File: config.mk
export PLATFORM = sky130hd
export DESIGN_NAME = rtcc_core
export DESIGN_NICKNAME = d
export VERILOG_FILES = /design/src/rtcc_pkg.sv /design/src/rtcc_core.sv
export VERILOG_INCLUDE_DIRS = /design/src
export SDC_FILE = /design/constraint.sdc
export NUM_CORES = 1
export LEC_CHECK = 0
export BUFFER_PORTS_ARGS = -buffer_cell sky130_fd_sc_hd__buf_2
export CAP_MARGIN = 20
export CORE_AREA = 2 2 147 149
export CTS_CLUSTER_SIZE = 10
export DETAILED_ROUTE_END_ITERATION = 8
export DIE_AREA = 0 0 149 151
export PLACE_DENSITY = 0.69
export SLEW_MARGIN = 10
export SYNTH_ARGS = -nofsm -noshare
export SYNTH_HDL_FRONTEND = slang
export SYNTH_SLANG_ARGS = --single-unit
export TNS_END_PERCENT = 20
File: constraint.sdc
create_clock -name clk_i -period 2.8 [get_ports clk_i]
set_input_delay 0.56 -clock clk_i [delete_from_list [all_inputs] [get_ports clk_i]]
set_output_delay 0.56 -clock clk_i [all_outputs]
set_load 0.05 [all_outputs]
File: src/rtcc_regs.svh
// rtcc_regs.svh: register map, field positions, reset values and timing counts
// assumes: included by bare name into the clock core; definitions only
`ifndef RTCC_REGS_SVH
`define RTCC_REGS_SVH

// ************************************************************
// register byte addresses (full 32-bit wishbone address)
// ************************************************************
`define RTCC_CTRL_ADDR  32'h400e1460
`define RTCC_MODE_ADDR  32'h400e1464
`define RTCC_TIME_ADDR  32'h400e1468
`define RTCC_CAL_ADDR   32'h400e146c
`define RTCC_TALM_ADDR  32'h400e1470
`define RTCC_CALM_ADDR  32'h400e1474
`define RTCC_FLAG_ADDR  32'h400e1478
`define RTCC_FCLR_ADDR  32'h400e147c
`define RTCC_IEN_ADDR   32'h400e1480
`define RTCC_IDIS_ADDR  32'h400e1484
`define RTCC_IMSK_ADDR  32'h400e1488

// ************************************************************
// field positions
// ************************************************************
`define RTCC_CTRL_UPDT  0
`define RTCC_CTRL_UPDC  1
`define RTCC_CTRL_TEVL  8
`define RTCC_CTRL_CEVL  16
`define RTCC_MODE_H12   0
`define RTCC_MODE_PERL  28
`define RTCC_T_SEC      0
`define RTCC_T_MIN      8
`define RTCC_T_HOUR     16
`define RTCC_T_PM       22
`define RTCC_A_SEN      7
`define RTCC_A_MEN      15
`define RTCC_A_HEN      23
`define RTCC_C_HUNDREDS_OF_YEARS     0
`define RTCC_C_YEAR     8
`define RTCC_C_MON      16
`define RTCC_C_WDAY     21
`define RTCC_C_DATE     24
`define RTCC_CA_MEN     23
`define RTCC_CA_DEN     31
`define RTCC_FLAGS_W    5

// ************************************************************
// reset values
// ************************************************************
`define RTCC_CAL_RST    32'h01810720
`define RTCC_CALM_RST   32'h01010000

// ************************************************************
// timing: 125 ms base step at a 100 MHz clock
// ************************************************************
`define RTCC_CLK_MHZ    100
`define RTCC_STEP_MS    125
`define RTCC_STEP_CYC   (`RTCC_STEP_MS * 1000 * `RTCC_CLK_MHZ)

`endif

File: src/rtcc_pkg.sv
// rtcc_pkg.sv: enumerations shared by the clock core and its bench
// assumes: field positions and addresses come from rtcc_regs.svh
package rtcc_pkg;

  // time event choice
  typedef enum logic [1:0] {
    RTCC_TEV_MIN  = 2'b00,
    RTCC_TEV_HOUR = 2'b01,
    RTCC_TEV_MIDN = 2'b10,
    RTCC_TEV_NOON = 2'b11
  } rtcc_tev_t;

  // calendar event choice
  typedef enum logic [1:0] {
    RTCC_CEV_WEEK = 2'b00,
    RTCC_CEV_MON  = 2'b01,
    RTCC_CEV_YEAR = 2'b10,
    RTCC_CEV_NONE = 2'b11
  } rtcc_cev_t;

  // output pulse period
  typedef enum logic [1:0] {
    RTCC_PER_1S   = 2'b00,
    RTCC_PER_500M = 2'b01,
    RTCC_PER_250M = 2'b10,
    RTCC_PER_125M = 2'b11
  } rtcc_per_t;

endpackage

File: src/rtcc_core.sv
// rtcc_core.sv: bcd time and calendar counters, alarm, sticky flags
// assumes: classic wishbone master on clk_i, synchronous reset rst_i
`timescale 1ns/1ps
`include "rtcc_regs.svh"

module rtcc_core
  import rtcc_pkg::*;
#(
  parameter int STEP_CYC = `RTCC_STEP_CYC   // cycles per 125 ms step
)(
  input  wire logic        clk_i,           // system clock
  input  wire logic        rst_i,           // synchronous reset
  input  wire logic        cyc_i,           // wishbone cycle
  input  wire logic        stb_i,           // wishbone strobe
  input  wire logic        we_i,            // write enable
  input  wire logic [31:0] adr_i,           // byte address
  input  wire logic [3:0]  sel_i,           // byte lanes
  input  wire logic [31:0] dat_i,           // write data
  output logic      [31:0] dat_o,           // read data
  output logic             ack_o,           // answer
  output logic             irq_o,           // interrupt, level
  output logic             pulse_o,         // period pulse, one cycle
  output logic             sec_tick_o       // second tick, one cycle
);

  // ************************************************************
  // bus slave
  // ************************************************************
  logic        ack_q;        // registered answer
  logic [31:0] dat_q;        // registered read data
  logic [31:0] rdat;         // addressed register view
  logic [31:0] wmask;        // byte lanes expanded
  logic [31:0] wval;         // merged write value
  logic        req;          // request present
  logic        wr;           // write takes effect

  assign req   = cyc_i & stb_i;
  assign wr    = req & we_i & ack_q;
  assign wmask = {{8{sel_i[3]}}, {8{sel_i[2]}},
                  {8{sel_i[1]}}, {8{sel_i[0]}}};
  // untouched lanes keep the register's present value
  assign wval  = (rdat & ~wmask) | (dat_i & wmask);
  assign ack_o = ack_q;
  assign dat_o = dat_q;

  // ack one cycle after the request, dropped the next
  always_ff @(posedge clk_i)
  begin
    if (rst_i)
    begin
      ack_q <= 1'b0;
      dat_q <= 32'h0000_0000;
    end
    else
    begin
      ack_q <= req & ~ack_q;
      if (req & ~ack_q)
      begin
        dat_q <= rdat;       // unmapped reads give zero
      end
    end
  end

  // ************************************************************
  // state
  // ************************************************************
  logic       tupd_q;        // time update request
  logic       cupd_q;        // calendar update request
  rtcc_tev_t  tev_q;         // time event choice
  rtcc_cev_t  cev_q;         // calendar event choice
  logic       h12_q;         // twelve-hour select
  rtcc_per_t  per_q;         // pulse period select
  logic [6:0] sec_q;         // bcd seconds
  logic [6:0] min_q;         // bcd minutes
  logic [5:0] hour_q;        // bcd hours
  logic       pm_q;          // meridiem
  logic [6:0] hundreds_of_years_q;        // bcd century
  logic [7:0] year_q;        // bcd year
  logic [4:0] mon_q;         // bcd month
  logic [2:0] wday_q;        // weekday 1..7
  logic [5:0] date_q;        // bcd day of month
  logic [31:0] talm_q;       // time alarm image
  logic [31:0] calm_q;       // calendar alarm image
  logic [4:0] flag_q;        // sticky status flags
  logic [4:0] imsk_q;        // interrupt enables
  logic       irq_q;         // registered interrupt

  // write decode
  logic wr_ctrl, wr_mode, wr_time, wr_cal;
  logic wr_talm, wr_calm, wr_fclr, wr_ien, wr_idis;
  assign wr_ctrl = wr & (adr_i == `RTCC_CTRL_ADDR);
  assign wr_mode = wr & (adr_i == `RTCC_MODE_ADDR);
  // counters accept writes only while stopped for update
  assign wr_time = wr & (adr_i == `RTCC_TIME_ADDR) & tupd_q;
  assign wr_cal  = wr & (adr_i == `RTCC_CAL_ADDR) & cupd_q;
  assign wr_talm = wr & (adr_i == `RTCC_TALM_ADDR);
  assign wr_calm = wr & (adr_i == `RTCC_CALM_ADDR);
  assign wr_fclr = wr & (adr_i == `RTCC_FCLR_ADDR);
  assign wr_ien  = wr & (adr_i == `RTCC_IEN_ADDR);
  assign wr_idis = wr & (adr_i == `RTCC_IDIS_ADDR);

  // ************************************************************
  // read view
  // ************************************************************
  logic [31:0] time_v;       // time register view
  logic [31:0] cal_v;        // calendar register view
  assign time_v = {9'h000, pm_q, hour_q, 1'b0, min_q,
                   1'b0, sec_q};
  assign cal_v  = {2'b00, date_q, wday_q, mon_q, year_q,
                   1'b0, hundreds_of_years_q};

  // read mux; reserved bits and write-only registers give zero
  always_comb
  begin
    rdat = 32'h0000_0000;
    case (adr_i)
      `RTCC_CTRL_ADDR:
      begin
        rdat[`RTCC_CTRL_UPDT] = tupd_q;
        rdat[`RTCC_CTRL_UPDC] = cupd_q;
        rdat[`RTCC_CTRL_TEVL +: 2] = tev_q;
        rdat[`RTCC_CTRL_CEVL +: 2] = cev_q;
      end
      `RTCC_MODE_ADDR:
      begin
        rdat[`RTCC_MODE_H12] = h12_q;
        rdat[`RTCC_MODE_PERL +: 2] = per_q;
      end
      `RTCC_TIME_ADDR: rdat = time_v;
      `RTCC_CAL_ADDR:  rdat = cal_v;
      `RTCC_TALM_ADDR: rdat = talm_q;
      `RTCC_CALM_ADDR: rdat = calm_q;
      `RTCC_FLAG_ADDR: rdat = {27'h0, flag_q};
      `RTCC_IMSK_ADDR: rdat = {27'h0, imsk_q};
      default:         rdat = 32'h0000_0000;
    endcase
  end

  // ************************************************************
  // control and mode
  // ************************************************************
  always_ff @(posedge clk_i)
  begin
    if (rst_i)
    begin
      tupd_q <= 1'b0;
      cupd_q <= 1'b0;
      tev_q  <= RTCC_TEV_MIN;
      cev_q  <= RTCC_CEV_WEEK;
      h12_q  <= 1'b0;
      per_q  <= RTCC_PER_1S;
    end
    else
    begin
      if (wr_ctrl)
      begin
        tupd_q <= wval[`RTCC_CTRL_UPDT];
        cupd_q <= wval[`RTCC_CTRL_UPDC];
        tev_q  <= rtcc_tev_t'(wval[`RTCC_CTRL_TEVL +: 2]);
        cev_q  <= rtcc_cev_t'(wval[`RTCC_CTRL_CEVL +: 2]);
      end
      if (wr_mode)
      begin
        h12_q <= wval[`RTCC_MODE_H12];
        per_q <= rtcc_per_t'(wval[`RTCC_MODE_PERL +: 2]);
      end
    end
  end

  // ************************************************************
  // tick divider: 125 ms steps, eight make a second
  // ************************************************************
  logic [31:0] div_q;        // cycle count within a step
  logic [2:0]  step_q;       // step index within a second
  logic        step_en;      // one-cycle step enable
  logic        tick;         // one-second enable
  logic        tick_d_q;     // tick delayed for alarm compare
  logic        pulse_q;      // period pulse flop
  logic        per_hit;      // selected period boundary

  assign step_en = (div_q == 32'(STEP_CYC - 1));
  assign tick    = step_en & (step_q == 3'h7);

  // period boundary by step index
  always_comb
  begin
    case (per_q)
      RTCC_PER_1S:   per_hit = (step_q == 3'h7);
      RTCC_PER_500M: per_hit = (step_q[1:0] == 2'h3);
      RTCC_PER_250M: per_hit = step_q[0];
      RTCC_PER_125M: per_hit = 1'b1;
      default:       per_hit = 1'b0;
    endcase
  end

  // divider never stops, so stopped counting keeps phase
  always_ff @(posedge clk_i)
  begin
    if (rst_i)
    begin
      div_q    <= 32'h0;
      step_q   <= 3'h0;
      tick_d_q <= 1'b0;
      pulse_q  <= 1'b0;
    end
    else
    begin
      div_q    <= step_en ? 32'h0 : div_q + 32'h1;
      step_q   <= step_en ? step_q + 3'h1 : step_q;
      tick_d_q <= tick;
      pulse_q  <= step_en & per_hit;
    end
  end
  assign pulse_o    = pulse_q;
  assign sec_tick_o = tick_d_q;

  // ************************************************************
  // counter carries and next values
  // ************************************************************
  function automatic logic [7:0] bcd_inc(input logic [7:0] v);
    bcd_inc = (v[3:0] == 4'h9) ? {v[7:4] + 4'h1, 4'h0} : v + 8'h01;
  endfunction

  logic       trun, crun;    // counting allowed
  logic       s_wrap, m_wrap, h_wrap;
  logic       c_min, c_hour, c_day, c_mon, c_year;
  logic       d_end, leap;
  logic [5:0] d_last;        // last bcd date of month
  logic [5:0] hour_n;        // next hour
  logic       pm_n;          // next meridiem
  logic [1:0] y_mod4;        // year modulo four

  assign trun   = tick & ~tupd_q;
  assign crun   = ~cupd_q;
  assign s_wrap = (sec_q == 7'h59);
  assign m_wrap = (min_q == 7'h59);
  // 24h rolls after 23, 12h after 11 pm
  assign h_wrap = h12_q ? (hour_q == 6'h11) & pm_q
                        : (hour_q == 6'h23);
  assign c_min  = trun & s_wrap;
  assign c_hour = c_min & m_wrap;
  assign c_day  = c_hour & h_wrap;
  assign y_mod4 = 2'({year_q[5:4], 1'b0} + {2'b00, year_q[1:0]});
  // 1900 is not a leap year, 2000 is
  assign leap   = (y_mod4 == 2'h0) &
                  ~((year_q == 8'h00) & (hundreds_of_years_q == 7'h19));
  assign d_end  = (date_q == d_last);
  assign c_mon  = c_day & crun & d_end;
  assign c_year = c_mon & (mon_q == 5'h12);

  // length of the current month in bcd
  always_comb
  begin
    case (mon_q)
      5'h02:   d_last = leap ? 6'h29 : 6'h28;
      5'h04,
      5'h06,
      5'h09,
      5'h11:   d_last = 6'h30;
      default: d_last = 6'h31;
    endcase
  end

  // hour sequence: 12h runs 12,1..11 and flips meridiem at 11
  always_comb
  begin
    pm_n   = pm_q;
    hour_n = 6'(bcd_inc({2'b00, hour_q}));
    if (h12_q)
    begin
      if (hour_q == 6'h12)
        hour_n = 6'h01;
      else if (hour_q == 6'h11)
        pm_n = ~pm_q;
    end
    else
    begin
      pm_n = 1'b0;
      if (h_wrap)
        hour_n = 6'h00;
    end
  end

  // ************************************************************
  // time counters
  // ************************************************************
  always_ff @(posedge clk_i)
  begin
    if (rst_i)
    begin
      sec_q  <= 7'h00;
      min_q  <= 7'h00;
      hour_q <= 6'h00;
      pm_q   <= 1'b0;
    end
    else if (wr_time)
    begin
      sec_q  <= wval[`RTCC_T_SEC +: 7];
      min_q  <= wval[`RTCC_T_MIN +: 7];
      hour_q <= wval[`RTCC_T_HOUR +: 6];
      pm_q   <= wval[`RTCC_T_PM];
    end
    else if (trun)
    begin
      sec_q <= s_wrap ? 7'h00 : 7'(bcd_inc({1'b0, sec_q}));
      if (c_min)
        min_q <= m_wrap ? 7'h00 : 7'(bcd_inc({1'b0, min_q}));
      if (c_hour)
      begin
        hour_q <= hour_n;
        pm_q   <= pm_n;
      end
    end
  end

  // ************************************************************
  // calendar counters
  // ************************************************************
  always_ff @(posedge clk_i)
  begin
    if (rst_i)
    begin
      hundreds_of_years_q <= 7'(`RTCC_CAL_RST >> `RTCC_C_HUNDREDS_OF_YEARS);
      year_q <= 8'(`RTCC_CAL_RST >> `RTCC_C_YEAR);
      mon_q  <= 5'(`RTCC_CAL_RST >> `RTCC_C_MON);
      wday_q <= 3'(`RTCC_CAL_RST >> `RTCC_C_WDAY);
      date_q <= 6'(`RTCC_CAL_RST >> `RTCC_C_DATE);
    end
    else if (wr_cal)
    begin
      hundreds_of_years_q <= wval[`RTCC_C_HUNDREDS_OF_YEARS +: 7];
      year_q <= wval[`RTCC_C_YEAR +: 8];
      mon_q  <= wval[`RTCC_C_MON +: 5];
      wday_q <= wval[`RTCC_C_WDAY +: 3];
      date_q <= wval[`RTCC_C_DATE +: 6];
    end
    else if (c_day & crun)
    begin
      // weekday cycles on its own; date ignores it
      wday_q <= (wday_q == 3'h7) ? 3'h1 : wday_q + 3'h1;
      date_q <= d_end ? 6'h01 : 6'(bcd_inc({2'b00, date_q}));
      if (c_mon)
        mon_q <= (mon_q == 5'h12) ? 5'h01
                 : 5'(bcd_inc({3'b000, mon_q}));
      if (c_year)
      begin
        year_q <= (year_q == 8'h99) ? 8'h00 : bcd_inc(year_q);
        if (year_q == 8'h99)
          hundreds_of_years_q <= 7'(bcd_inc({1'b0, hundreds_of_years_q}));
      end
    end
  end

  // ************************************************************
  // alarm images
  // ************************************************************
  always_ff @(posedge clk_i)
  begin
    if (rst_i)
    begin
      talm_q <= 32'h0000_0000;
      calm_q <= `RTCC_CALM_RST;
    end
    else
    begin
      if (wr_talm)
        talm_q <= wval & 32'h00ff_ffff;
      if (wr_calm)
        calm_q <= wval & 32'hbf9f_0000;
    end
  end

  // ************************************************************
  // alarm compare, after the counters have advanced
  // ************************************************************
  logic a_sen, a_men, a_hen, a_moen, a_den, a_any, a_hit;
  assign a_sen  = talm_q[`RTCC_A_SEN];
  assign a_men  = talm_q[`RTCC_A_MEN];
  assign a_hen  = talm_q[`RTCC_A_HEN];
  assign a_moen = calm_q[`RTCC_CA_MEN];
  assign a_den  = calm_q[`RTCC_CA_DEN];
  assign a_any  = a_sen | a_men | a_hen | a_moen | a_den;
  // no enabled field means no alarm at all
  assign a_hit  = a_any
    & (~a_sen | (talm_q[`RTCC_T_SEC +: 7] == sec_q))
    & (~a_men | (talm_q[`RTCC_T_MIN +: 7] == min_q))
    & (~a_hen | (talm_q[`RTCC_T_HOUR +: 7] == {pm_q, hour_q}))
    & (~a_moen | (calm_q[`RTCC_C_MON +: 5] == mon_q))
    & (~a_den | (calm_q[`RTCC_C_DATE +: 6] == date_q));

  // ************************************************************
  // selected events
  // ************************************************************
  logic tev_hit, cev_hit, noon;
  // noon: hour goes 11 to 12 in the morning
  assign noon = c_hour & (hour_q == 6'h11) & (~h12_q | ~pm_q);

  always_comb
  begin
    case (tev_q)
      RTCC_TEV_MIN:  tev_hit = c_min;
      RTCC_TEV_HOUR: tev_hit = c_hour;
      RTCC_TEV_MIDN: tev_hit = c_day;
      RTCC_TEV_NOON: tev_hit = noon;
      default:       tev_hit = 1'b0;
    endcase
  end

  // week change is the roll from weekday 7 to weekday 1
  always_comb
  begin
    case (cev_q)
      RTCC_CEV_WEEK: cev_hit = c_day & crun & (wday_q == 3'h7);
      RTCC_CEV_MON:  cev_hit = c_mon;
      RTCC_CEV_YEAR: cev_hit = c_year;
      default:       cev_hit = 1'b0;
    endcase
  end

  // ************************************************************
  // sticky flags: set wins over a clear in the same cycle
  // ************************************************************
  logic [4:0] f_set;         // hardware set vector
  logic [4:0] f_clr;         // software clear vector
  assign f_set[0] = tick & (tupd_q | cupd_q);
  assign f_set[1] = tick_d_q & a_hit;
  assign f_set[2] = tick;
  assign f_set[3] = tev_hit;
  assign f_set[4] = cev_hit;
  assign f_clr    = wr_fclr ? dat_i[4:0] & {5{sel_i[0]}} : 5'h00;

  always_ff @(posedge clk_i)
  begin
    if (rst_i)
      flag_q <= 5'h00;
    else
      flag_q <= (flag_q & ~f_clr) | f_set;
  end

  // ************************************************************
  // interrupt enables and output
  // ************************************************************
  always_ff @(posedge clk_i)
  begin
    if (rst_i)
      imsk_q <= 5'h00;
    else if (wr_ien)
      imsk_q <= imsk_q | (dat_i[4:0] & {5{sel_i[0]}});
    else if (wr_idis)
      imsk_q <= imsk_q & ~(dat_i[4:0] & {5{sel_i[0]}});
  end

  // registered so the pin never glitches
  always_ff @(posedge clk_i)
  begin
    if (rst_i)
      irq_q <= 1'b0;
    else
      irq_q <= |(flag_q & imsk_q);
  end
  assign irq_o = irq_q;

endmodule

Word level (Yosys, flattened, before mapping)
Cells that the tools add are included. W data, S select, Z words.

Bitwise logic cells: 71. Magnitude comparators: 0. Multiplexer cells: 62. Reduce and logical (&&, ||, !) cells: 22. Equal/unequal tests: 51. Multipliers: 0. Add/sub/neg operators: 18. Div/mod/pow operators: 0. Shifts and indexed selects: 0.

Operators with widths (number): $eq A32 B31 Y1 const B (11); $mux W7 (14); $mux W6 (11); $and A32 B32 Y32 (2); $mux W5 (8); $mux W8 (5); $pmux W10 S4 (1); $and A1 B1 Y1 (37); $add A32 B1 Y32 const B (1); $eq A32 B24 Y1 const B (1); $not A32 Y32 (1); $or A32 B32 Y32 (1); $pmux W6 S5 (1); $eq A4 B4 Y1 const B (7); $add A7 B1 Y7 const B (3); $eq A7 B7 Y1 (3); $and A5 B5 Y5 (4); $pmux W6 S3 (1); $reduce_bool A2 Y1 (8); $add A3 B1 Y3 const B (5); $eq A7 B7 Y1 const B (2); $add A6 B1 Y6 const B (2); $eq A2 B2 Y1 const B (6); $eq A6 B5 Y1 const B (2); 42 further kinds (87).

Input bits: 73. Output and inout bits: 36. ROM bits: 0. Bits in writable memories: 0. Latch bits: 0. Register bits after elaboration: 177. Memories: 0. Logic and storage cells: 250.

Longest topological paths before layout
Gate-level depths: netlist of run 1.

Word-level depth: 12. Mapped depth: 11. Depth with buffers taken out: 9.

Least setup slack after synthesis of run 1
No wires, ideal clock.

Path kind: input to register. From: in adr_i[27]. To: reg hundreds_of_years_q[6]. Setup slack: 0.242 ns. Path buffers: 0. Data arrival time: 2.419 ns. Setup time: 0.139 ns. Data required time: 2.661 ns. Stages on the path: 7. Cells stage by stage: nor4b_1 > nand4_2 > nor4b_4 > o2111ai_2 > o31a_1 > nor3_1 > a211oi_1.

Longest elaborated chain between the ends: 5. Elaborated cells on any way between the ends: 15. Classes of those cells: 5 x eq/ne; 2 x mux; 4 x bitwise; 4 x reduce/logical.

RTL lines: start: declaration (line rtcc_core.sv:16) `input wire logic [31:0] adr_i,`; $eq A32 B31 Y1 (line rtcc_core.sv:116) `case (adr_i)`; $pmux W6 S5 / $and A1 B1 Y1 (equally long branches) (line rtcc_core.sv:116, rtcc_core.sv:95); $and A32 B32 Y32 / $and A1 B1 Y1 (equally long branches) (line rtcc_core.sv:42, rtcc_core.sv:95); $or A32 B32 Y32 / $reduce_bool A2 Y1 (equally long branches); $mux W7 / $reduce_and A3 Y1 (equally long branches); end signal: assignment (line rtcc_core.sv:323) `` hundreds_of_years_q <= 7'(`RTCC_CAL_RST >> `RTCC_C_HUNDREDS_OF_YEARS); ``; end signal: assignment (line rtcc_core.sv:331) `` hundreds_of_years_q <= wval[`RTCC_C_HUNDREDS_OF_YEARS +: 7]; ``; end signal: assignment (line rtcc_core.sv:349) `hundreds_of_years_q <= 7'(bcd_inc({1'b0, hundreds_of_years_q}));`; end: declaration (line rtcc_core.sv:77) `logic [6:0] hundreds_of_years_q;`.

Several ways; a longest one is shown, not always the timed one. A chain may end at the register's enable or synchronous reset.

Worst setup path in the final report of run 1
From: reg step_q[0]. To: reg mon_q[1].

Longest elaborated chain between the ends: 10. Elaborated cells on any way between the ends: 11. Classes of those cells: 1 x eq/ne; 7 x bitwise; 3 x reduce/logical.

RTL lines: start: declaration (line rtcc_core.sv:174) `logic [2:0] step_q;`; start signal: assignment (line rtcc_core.sv:209) `step_q <= step_en ? step_q + 3'h1 : step_q;`; $eq A3 B3 Y1 * (line rtcc_core.sv:182) `assign tick = step_en & (step_q == 3'h7);`; $and A1 B1 Y1 * (line rtcc_core.sv:182); $and A1 B1 Y1 * (line rtcc_core.sv:233) `assign trun = tick & ~tupd_q;`; $and A1 B1 Y1 * (line rtcc_core.sv:240) `assign c_min = trun & s_wrap;`; $and A1 B1 Y1 * (line rtcc_core.sv:241) `assign c_hour = c_min & m_wrap;`; $and A1 B1 Y1 * (line rtcc_core.sv:242) `assign c_day = c_hour & h_wrap;`; $and A1 B1 Y1 * (line rtcc_core.sv:248, rtcc_core.sv:337); $and A1 B1 Y1 (line rtcc_core.sv:248) `assign c_mon = c_day & crun & d_end;`; $reduce_bool A2 Y1 (no line); $reduce_and A2 Y1 (no line) *; end signal: assignment (line rtcc_core.sv:325) `` mon_q <= 5'(`RTCC_CAL_RST >> `RTCC_C_MON); ``; end signal: assignment (line rtcc_core.sv:333) `` mon_q <= wval[`RTCC_C_MON +: 5]; ``; end signal: assignment (line rtcc_core.sv:343) `mon_q <= (mon_q == 5'h12) ? 5'h01`; end: declaration (line rtcc_core.sv:79) `logic [4:0] mon_q;`.

Mark *: on every way between the ends. The rest lies on a longest branch, timed or not.

==> impl_metrics.json, run 1 <==
{
  "status": "finished clean",
  "drc": 0,
  "ant_nets": 0,
  "max_freq_mhz": 378,
  "drive_gt1_frac": 0.216,
  "firstDrtPassIters": 6,
  "post-dp-hpwl_um": 25200,
  "insertion_delay_ns": 0.44,
  "chipWidth_um": 149,
  "wl_per_cell_um": 19.2,
  "setup_viol": 0,
  "synth_compound_area_frac": 0.218,
  "yosys.area.top_type": "dfxtp_1",
  "reg2reg_from": "step_q[0]$_SDFFE_PP0P_",
  "clockRootBuffer": "clkbuf_16",
  "die_area_um2": 22500,
  "worst_pin_slew_ns": 0.668,
  "min_path_type": "input port to flop",
  "synth_top_family_by_area": "simple AND/OR/NAND/NOR gates",
  "synth.avg_cell_area_um2": 8.02,
  "grt_first_pass_wirelength_um": 52400,
  "clk_path_buf_depth": 2,
  "synthFlopType": "dfxtp_1",
  "synth_cell_types": 91,
  "clk_pin_slew_ns": 0.07,
  "cts_tree": "done",
  "p_leak_uw": 0.00478,
  "end_kind": "flop",
  "area_delta_synth_final_pct": 21.7,
  "path_class": "flop to flop",
  "cts_made_buffers": 17,
  "place.gp.congestion": 0.939,
  "num_io_pins": 109,
  "synthSimpleGateAreaFrac": 0.272,
  "multiInputGateArea_um2": 6310,
  "grt_pass1_vias": 9635,
  "power_density_nw_per_um2": 416,
  "nNetsFinal": 1551,
  "grt_setup_unrepaired": "false",
  "synth_nets": 1384,
  "synth_top_cell_area_share": 0.342,
  "synthArstFlopShare": 0,
  "antenna_found_initial": 1,
  "syn_inst": 1286,
  "period_minus_slack_ns": 2.65,
  "synth_edf_count": 0,
  "core_area_um2": 20800,
  "synth-seq-cells": 176,
  "hp-start": "dat_i[7]",
  "die_y_um": 151,
  "hold_depth": 3,
  "finalSetupTns_ns": 0,
  "maxCapViolCount": 0,
  "p_total_uw": 5220,
  "post_cts_hold_buffer_count": 0,
  "reg2reg_depth": 10,
  "synth_fa_ha_area_frac": 0.0303,
  "grt-ovfl-total": 0,
  "syn_area_um2": 10300,
  "start_kind": "flop",
  "min_to": "talm_q[7]$_SDFFE_PP0P_",
  "critical_path_arrival_ns": 3.00,
  "cts.sinks": 176,
  "routed_wl_um": 33500,
  "fin_util": 0.602,
  "min_period_over_period": 0.946,
  "hold_viol": 0,
  "io_buffers": 106,
  "synthXorXnorAreaFrac": 0.0629,
  "fillers": 1883,
  "r2r_setup_slack_ns": 0.15,
  "rows": 53,
  "via_per_inst": 6.03,
  "skew_ns": 0.0145,
  "slew_headroom": 0.551,
  "muxShareOfSynthArea": 0.0250,
  "vias": 10508,
  "yosysSeqAreaShare": 0.342,
  "cts_max_level": 4,
  "grt.total_usage": 0.297,
  "drtIter0Drc": 843,
  "ir_worst_vdd_mv": 0.323,
  "worstPathRequired_ns": 3.16,
  "drv_slew": 0,
  "yosysWarnings": 0,
  "ff_latch_area_um2": 3520,
  "start_util": 0.495,
  "grt_max_degree": 68,
  "timing.rr.end": "mon_q[1]$_SDFFE_PP0P_",
  "synthTopCellsByArea": "dfxtp_1 34%, nor2_1 6.3%, a21oi_1 4.5%",
  "path_max_fanout": 11
}
flip-flops by register name (all words and copies together) (netlist names), 2 cells and up, named ones only:
name                 cells
dat_o                   31
sec_q                    7
hundreds_of_years_q      7
per_q                    2
talm_q                  24
mon_q                    5
year_q                   8
step_q                   3
wday_q                   3
date_q                   6
tev_q                    2
calm_q                  13
hour_q                   6
div_q                   32
cev_q                    2
min_q                    7
flag_q                   5
synth_stat cells, types with 7 or more instances:
master and number:
a22oi_1 42, ha_1 25, nor4_1 16, nand2b_1 10, clkbuf_1 61, a31oi_1 11
o21ai_0 48, a311oi_1 7, mux2i_1 19, dfxtp_1 176, xor2_1 40, and4_1 7
o31ai_1 8, a222oi_1 9, inv_1 33, a21o_1 8, nor3_1 36, a211oi_1 34
nand2_1 112, xnor2_1 34, and3_1 17, and2_1 8, o21a_1 8, buf_2 20
nor2_1 173, a21oi_1 93, nand3_1 43, nand4_1 23, nor2b_1 7, a22o_1 14
timing repair:
action	CTS	global route
hold endpoints to repair	0	0
setup endpoints to repair	0	6
buffers inserted	0	1
resized for setup	0	5
how the worst max path moves through the flow:
stage,startpoint,to,cells after the start
final,step_q[0]$_SDFFE_PP0P_,mon_q[1]$_SDFFE_PP0P_,10
after detailed placement,adr_i[0],mon_q[0]$_SDFFE_PP1P_,9
after global routing,step_q[1]$_SDFFE_PP0P_,date_q[2]$_SDFFE_PP0P_,11
after floorplan,adr_i[27],hundreds_of_years_q[6]$_SDFFE_PP0P_,7
after global placement,adr_i[20],min_q[6]$_SDFFE_PP0P_,10
after CTS,step_q[1]$_SDFFE_PP0P_,date_q[2]$_SDFFE_PP0P_,11
layout make-up:
class,count,area share
clock inverters,15,0.0138
diodes,1,0.000200
clock buffers,17,0.0339
flip-flops and latches,176,0.281
inverters,33,0.00988
multi-input cells,987,0.503
repair buffers,238,0.130
well taps,275,0.0274
cell families (layout without fill, tap and decap cells):
group / count (synthesis) / after routing
buf+inv: 123 / 303
fa+ha+maj: 25 / 25
xor+xnor: 74 / 74
mux: 25 / 25
simple gates: 528 / 528
flops: 176 / 176
other cells: 1 / 2
compound gates: 334 / 334
cell usage in the layout (no fill, tap or decap), types with 34 or more instances in the layout:
| master | instances |
|---|---|
| o21ai_0 | 48 |
| dfxtp_1 | 176 |
| nand2_1 | 112 |
| nor2_1 | 173 |
| nor3_1 | 36 |
| a21oi_1 | 93 |
| xnor2_1 | 34 |
| nand3_1 | 43 |
| xor2_1 | 40 |
| buf_4 | 124 |
| a22oi_1 | 42 |
| buf_2 | 105 |
per-stage QoR:
stage | std cells | area [um2] | setup slack, ns | hold slack (ns)
finish | 1742 | 12500 | 0.152 | 0.399
global route | 1741 | 12500 | 0.00832 | 0.398
CTS | 1740 | 12500 | 0.0880 | 0.391
detailed placement | 1708 | 11900 | 0.0295 | 0.453
global placement | 1708 | 11900 | 0.0702 | 0.439
floorplan | 1286 | 10300 | 0.242 | 0.430
critical path, stage by stage (launching register included):
cell and delay, ns:
dfxtp_1 0.33, ha_1 0.18, ha_1 0.16, nor2b_1 0.13
buf_4 0.15, and4_4 0.30, nor4b_4 0.29, nand2_1 0.15
buf_4 0.21, o41a_1 0.44, a211oi_2 0.22
per-layer routing:
metal  vias up  track usage  share of wire  wire (um)
met5         -            0              0          0
met4         0        0.120          0.036       1220
met3        68       0.0527          0.076       2540
met2       452        0.477           0.46      15500
met1      4965        0.396           0.43      14300
li1       5023            -              -          -
power breakdown:
part	leakage [uW]	switching [uW]	internal, uW
clock network	0.000289	1150	1270
registers	0.00142	8.61	2510
logic	0.00307	177	99.8
total	0.00478	1340	3880
(Power assumes the default switching activity.)
==> run 2, diff against run 1 <==
Settings changed: ABC_AREA set to 1, CORE_AREA 2 2 147 149 to 2 2 153 155, DIE_AREA 0 0 149 151 to 0 0 155 157, PLACE_DENSITY 0.69 to 0.68.
==> impl_metrics.json, run 2 <==
{
  "worstPathRequired_ns": 3.14,
  "yosys-top-cells-count": "490 x nand2_1, 206 x inv_1, 177 x nor2_1, 176 x dfxtp_1, 134 x a21oi_1",
  "synthSimpleGateAreaFrac": 0.368,
  "skew_ns": 0.0127,
  "regMostFlops": "div_q",
  "synth.most_common_cell": "nand2_1",
  "timing.rr.end": "year_q[3]$_SDFFE_PP0P_",
  "combPwrFrac": 0.046,
  "clk_pin_slew_ns": 0.07,
  "clk_path_buf_depth": 2,
  "drtIter0Drc": 1038,
  "hold_viol": 0,
  "ir_worst_vdd_mv": 0.339,
  "post-dp-hpwl_um": 26500,
  "wl_per_cell_um": 16.1,
  "status": "finished clean",
  "ctsResizeCount": 0,
  "synth_edf_count": 0,
  "grt_setup_unrepaired": "false",
  "period_minus_slack_ns": 2.47,
  "vias": 11743,
  "synth_top_family_by_area": "simple AND/OR/NAND/NOR gates",
  "reg2reg_from": "div_q[0]$_SDFF_PP0_",
  "post_cts_hold_buffer_count": 0,
  "insertion_delay_ns": 0.45,
  "min_period_over_period": 0.881,
  "path_class": "flop to flop",
  "stdcell_count": 2166,
  "clockRootBuffer": "clkbuf_16",
  "p_int_uw": 3940,
  "drv_slew": 0,
  "start_kind": "flop",
  "rows": 55,
  "dp.cells": 2134,
  "finalSetupTns_ns": 0,
  "routed_wl_um": 34900,
  "io_buffers": 106,
  "grt-ovfl-total": 0,
  "synth_nets": 1853,
  "power_density_nw_per_um2": 413,
  "grt_max_degree": 112,
  "end_kind": "flop",
  "die_y_um": 157,
  "yosysSeqAreaShare": 0.317,
  "power.share.clock": 0.475,
  "synth_cell_types": 59,
  "reg2reg_depth": 15,
  "worst_pin_slew_ns": 0.782,
  "synth_top_cell_area_share": 0.317,
  "path_max_fanout": 7,
  "synthArstFlopShare": 0,
  "synth_fa_ha_area_frac": 0.0282,
  "grt.total_usage": 0.289,
  "largest_reg_flops": 32,
  "post_cts_buffers": 0,
  "grt_first_pass_wirelength_um": 56000,
  "critical_path_arrival_ns": 2.81,
  "syn_area_um2": 11100,
  "ant_nets": 0,
  "sequentialPowerShare": 0.479,
  "r2r_setup_slack_ns": 0.33,
  "fillers": 2292,
  "synth.avg_cell_area_um2": 6.33,
  "nNetsFinal": 1966,
  "cts_tree": "done",
  "diodes": 0,
  "switching_share": 0.246,
  "antenna_found_initial": 0,
  "synthFlopType": "dfxtp_1",
  "p_leak_uw": 0.00590,
  "layout_commonest_cell": "nand2_1",
  "synth-seq-cells": 176,
  "p_total_uw": 5230,
  "min_path_type": "input port to flop",
  "via_per_inst": 5.42,
  "cts_made_buffers": 17,
  "cts_max_level": 4,
  "hp-start": "dat_i[31]",
  "syn_inst": 1755,
  "num_io_pins": 109,
  "cts.sinks": 176,
  "grt_pass1_vias": 10974,
  "synthXorXnorAreaFrac": 0.0292,
  "start_util": 0.494,
  "synth_compound_area_frac": 0.155,
  "core_area_um2": 22500,
  "final_cell_mix": "490 x nand2_1, 206 x inv_1, 176 x nor2_1, 176 x dfxtp_1, 134 x a21oi_1",
  "maxCapViolCount": 0,
  "min_to": "calm_q[31]$_SDFFE_PP0P_",
  "drc": 0,
  "place.gp.congestion": 0.967,
  "firstDrtPassIters": 5,
  "muxShareOfSynthArea": 0.000901,
  "yosys.area.top_type": "dfxtp_1",
  "p_switching_uw": 1290,
  "hold_depth": 3,
  "setup_viol": 0,
  "area_delta_synth_final_pct": 14.1,
  "yosysWarnings": 0,
  "drive_gt1_frac": 0.140,
  "slew_headroom": 0.477,
  "max_freq_mhz": 405,
  "die_area_um2": 24300,
  "synthTopCellsByArea": "dfxtp_1 32%, nand2_1 17%, inv_1 7.0%",
  "chipWidth_um": 155
}
[run 2: power groups by stage]
stage | registers (uW) | logic [uW] | clock network, uW
2_1_floorplan | 2570 | 121 | 0
3_3_place_gp | 2570 | 237 | 0
3_5_place_dp | 2570 | 240 | 0
4_1_cts | 2510 | 241 | 2510
5_1_grt | 2510 | 265 | 2610
6_report | 2510 | 242 | 2480
[run 2: worst max path at each step]
stage	to	start	slack [ns]
after CTS	hundreds_of_years_q[6]$_SDFFE_PP0P_	div_q[0]$_SDFF_PP0_	0.36
after floorplan	hundreds_of_years_q[5]$_SDFFE_PP1P_	ack_o$_SDFF_PP0_	0.68
after detailed placement	hundreds_of_years_q[6]$_SDFFE_PP0P_	adr_i[15]	0.20
final	year_q[3]$_SDFFE_PP0P_	div_q[0]$_SDFF_PP0_	0.33
after global placement	calm_q[24]$_SDFFE_PP1P_	adr_i[15]	0.26
after global routing	div_q[26]$_SDFF_PP0_	div_q[0]$_SDFF_PP0_	0.08
[run 2: cell families after synthesis]
group / count (synthesis)
adder cells (fa/ha/maj): 25
flip-flops: 176
AND/OR/NAND/NOR: 921
buffers and inverters: 282
multiplexers: 1
AO/OA/AOI/OAI: 312
other: 1
XOR/XNOR: 37
[run 2: per-layer routing]
metal,wire [um],GRT usage
met3,2460,0.0438
met5,0,0
met4,1650,0.149
met2,16000,0.482
met1,14800,0.365
[run 2: cell type report]
cell class	count	area (um2)	area share
Sequential cell	176	3520	0.278
Multi-Input combinational cell	1297	6460	0.510
Inverter	229	866	0.0683
Clock inverter	12	149	0.0117
Timing Repair Buffer	147	866	0.0683
Tap cell	285	357	0.0281
Clock buffer	20	447	0.0352
[run 2: critical path: stages, from the launching register on]
cell	delay (ns)
dfxtp_1	0.36
ha_1	0.22
nand2_2	0.09
nor2_4	0.16
nand3_1	0.09
nor2_1	0.13
nand2_2	0.15
nor2_4	0.15
nand4_4	0.18
nor2_4	0.21
nand4_2	0.12
nand2_2	0.15
buf_4	0.18
nand2_1	0.06
nand2_1	0.06
nor2_1	0.04
[run 2: per-stage QoR]
stage	util	hold slack (ns)	setup slack, ns	area, um2
floorplan	-	0.418	0.685	11100
global placement	0.537	0.432	0.261	12100
detailed placement	0.537	0.437	0.203	12100
CTS	0.563	0.402	0.363	12700
global route	0.563	0.419	0.0762	12700
finish	0.563	0.402	0.334	12700
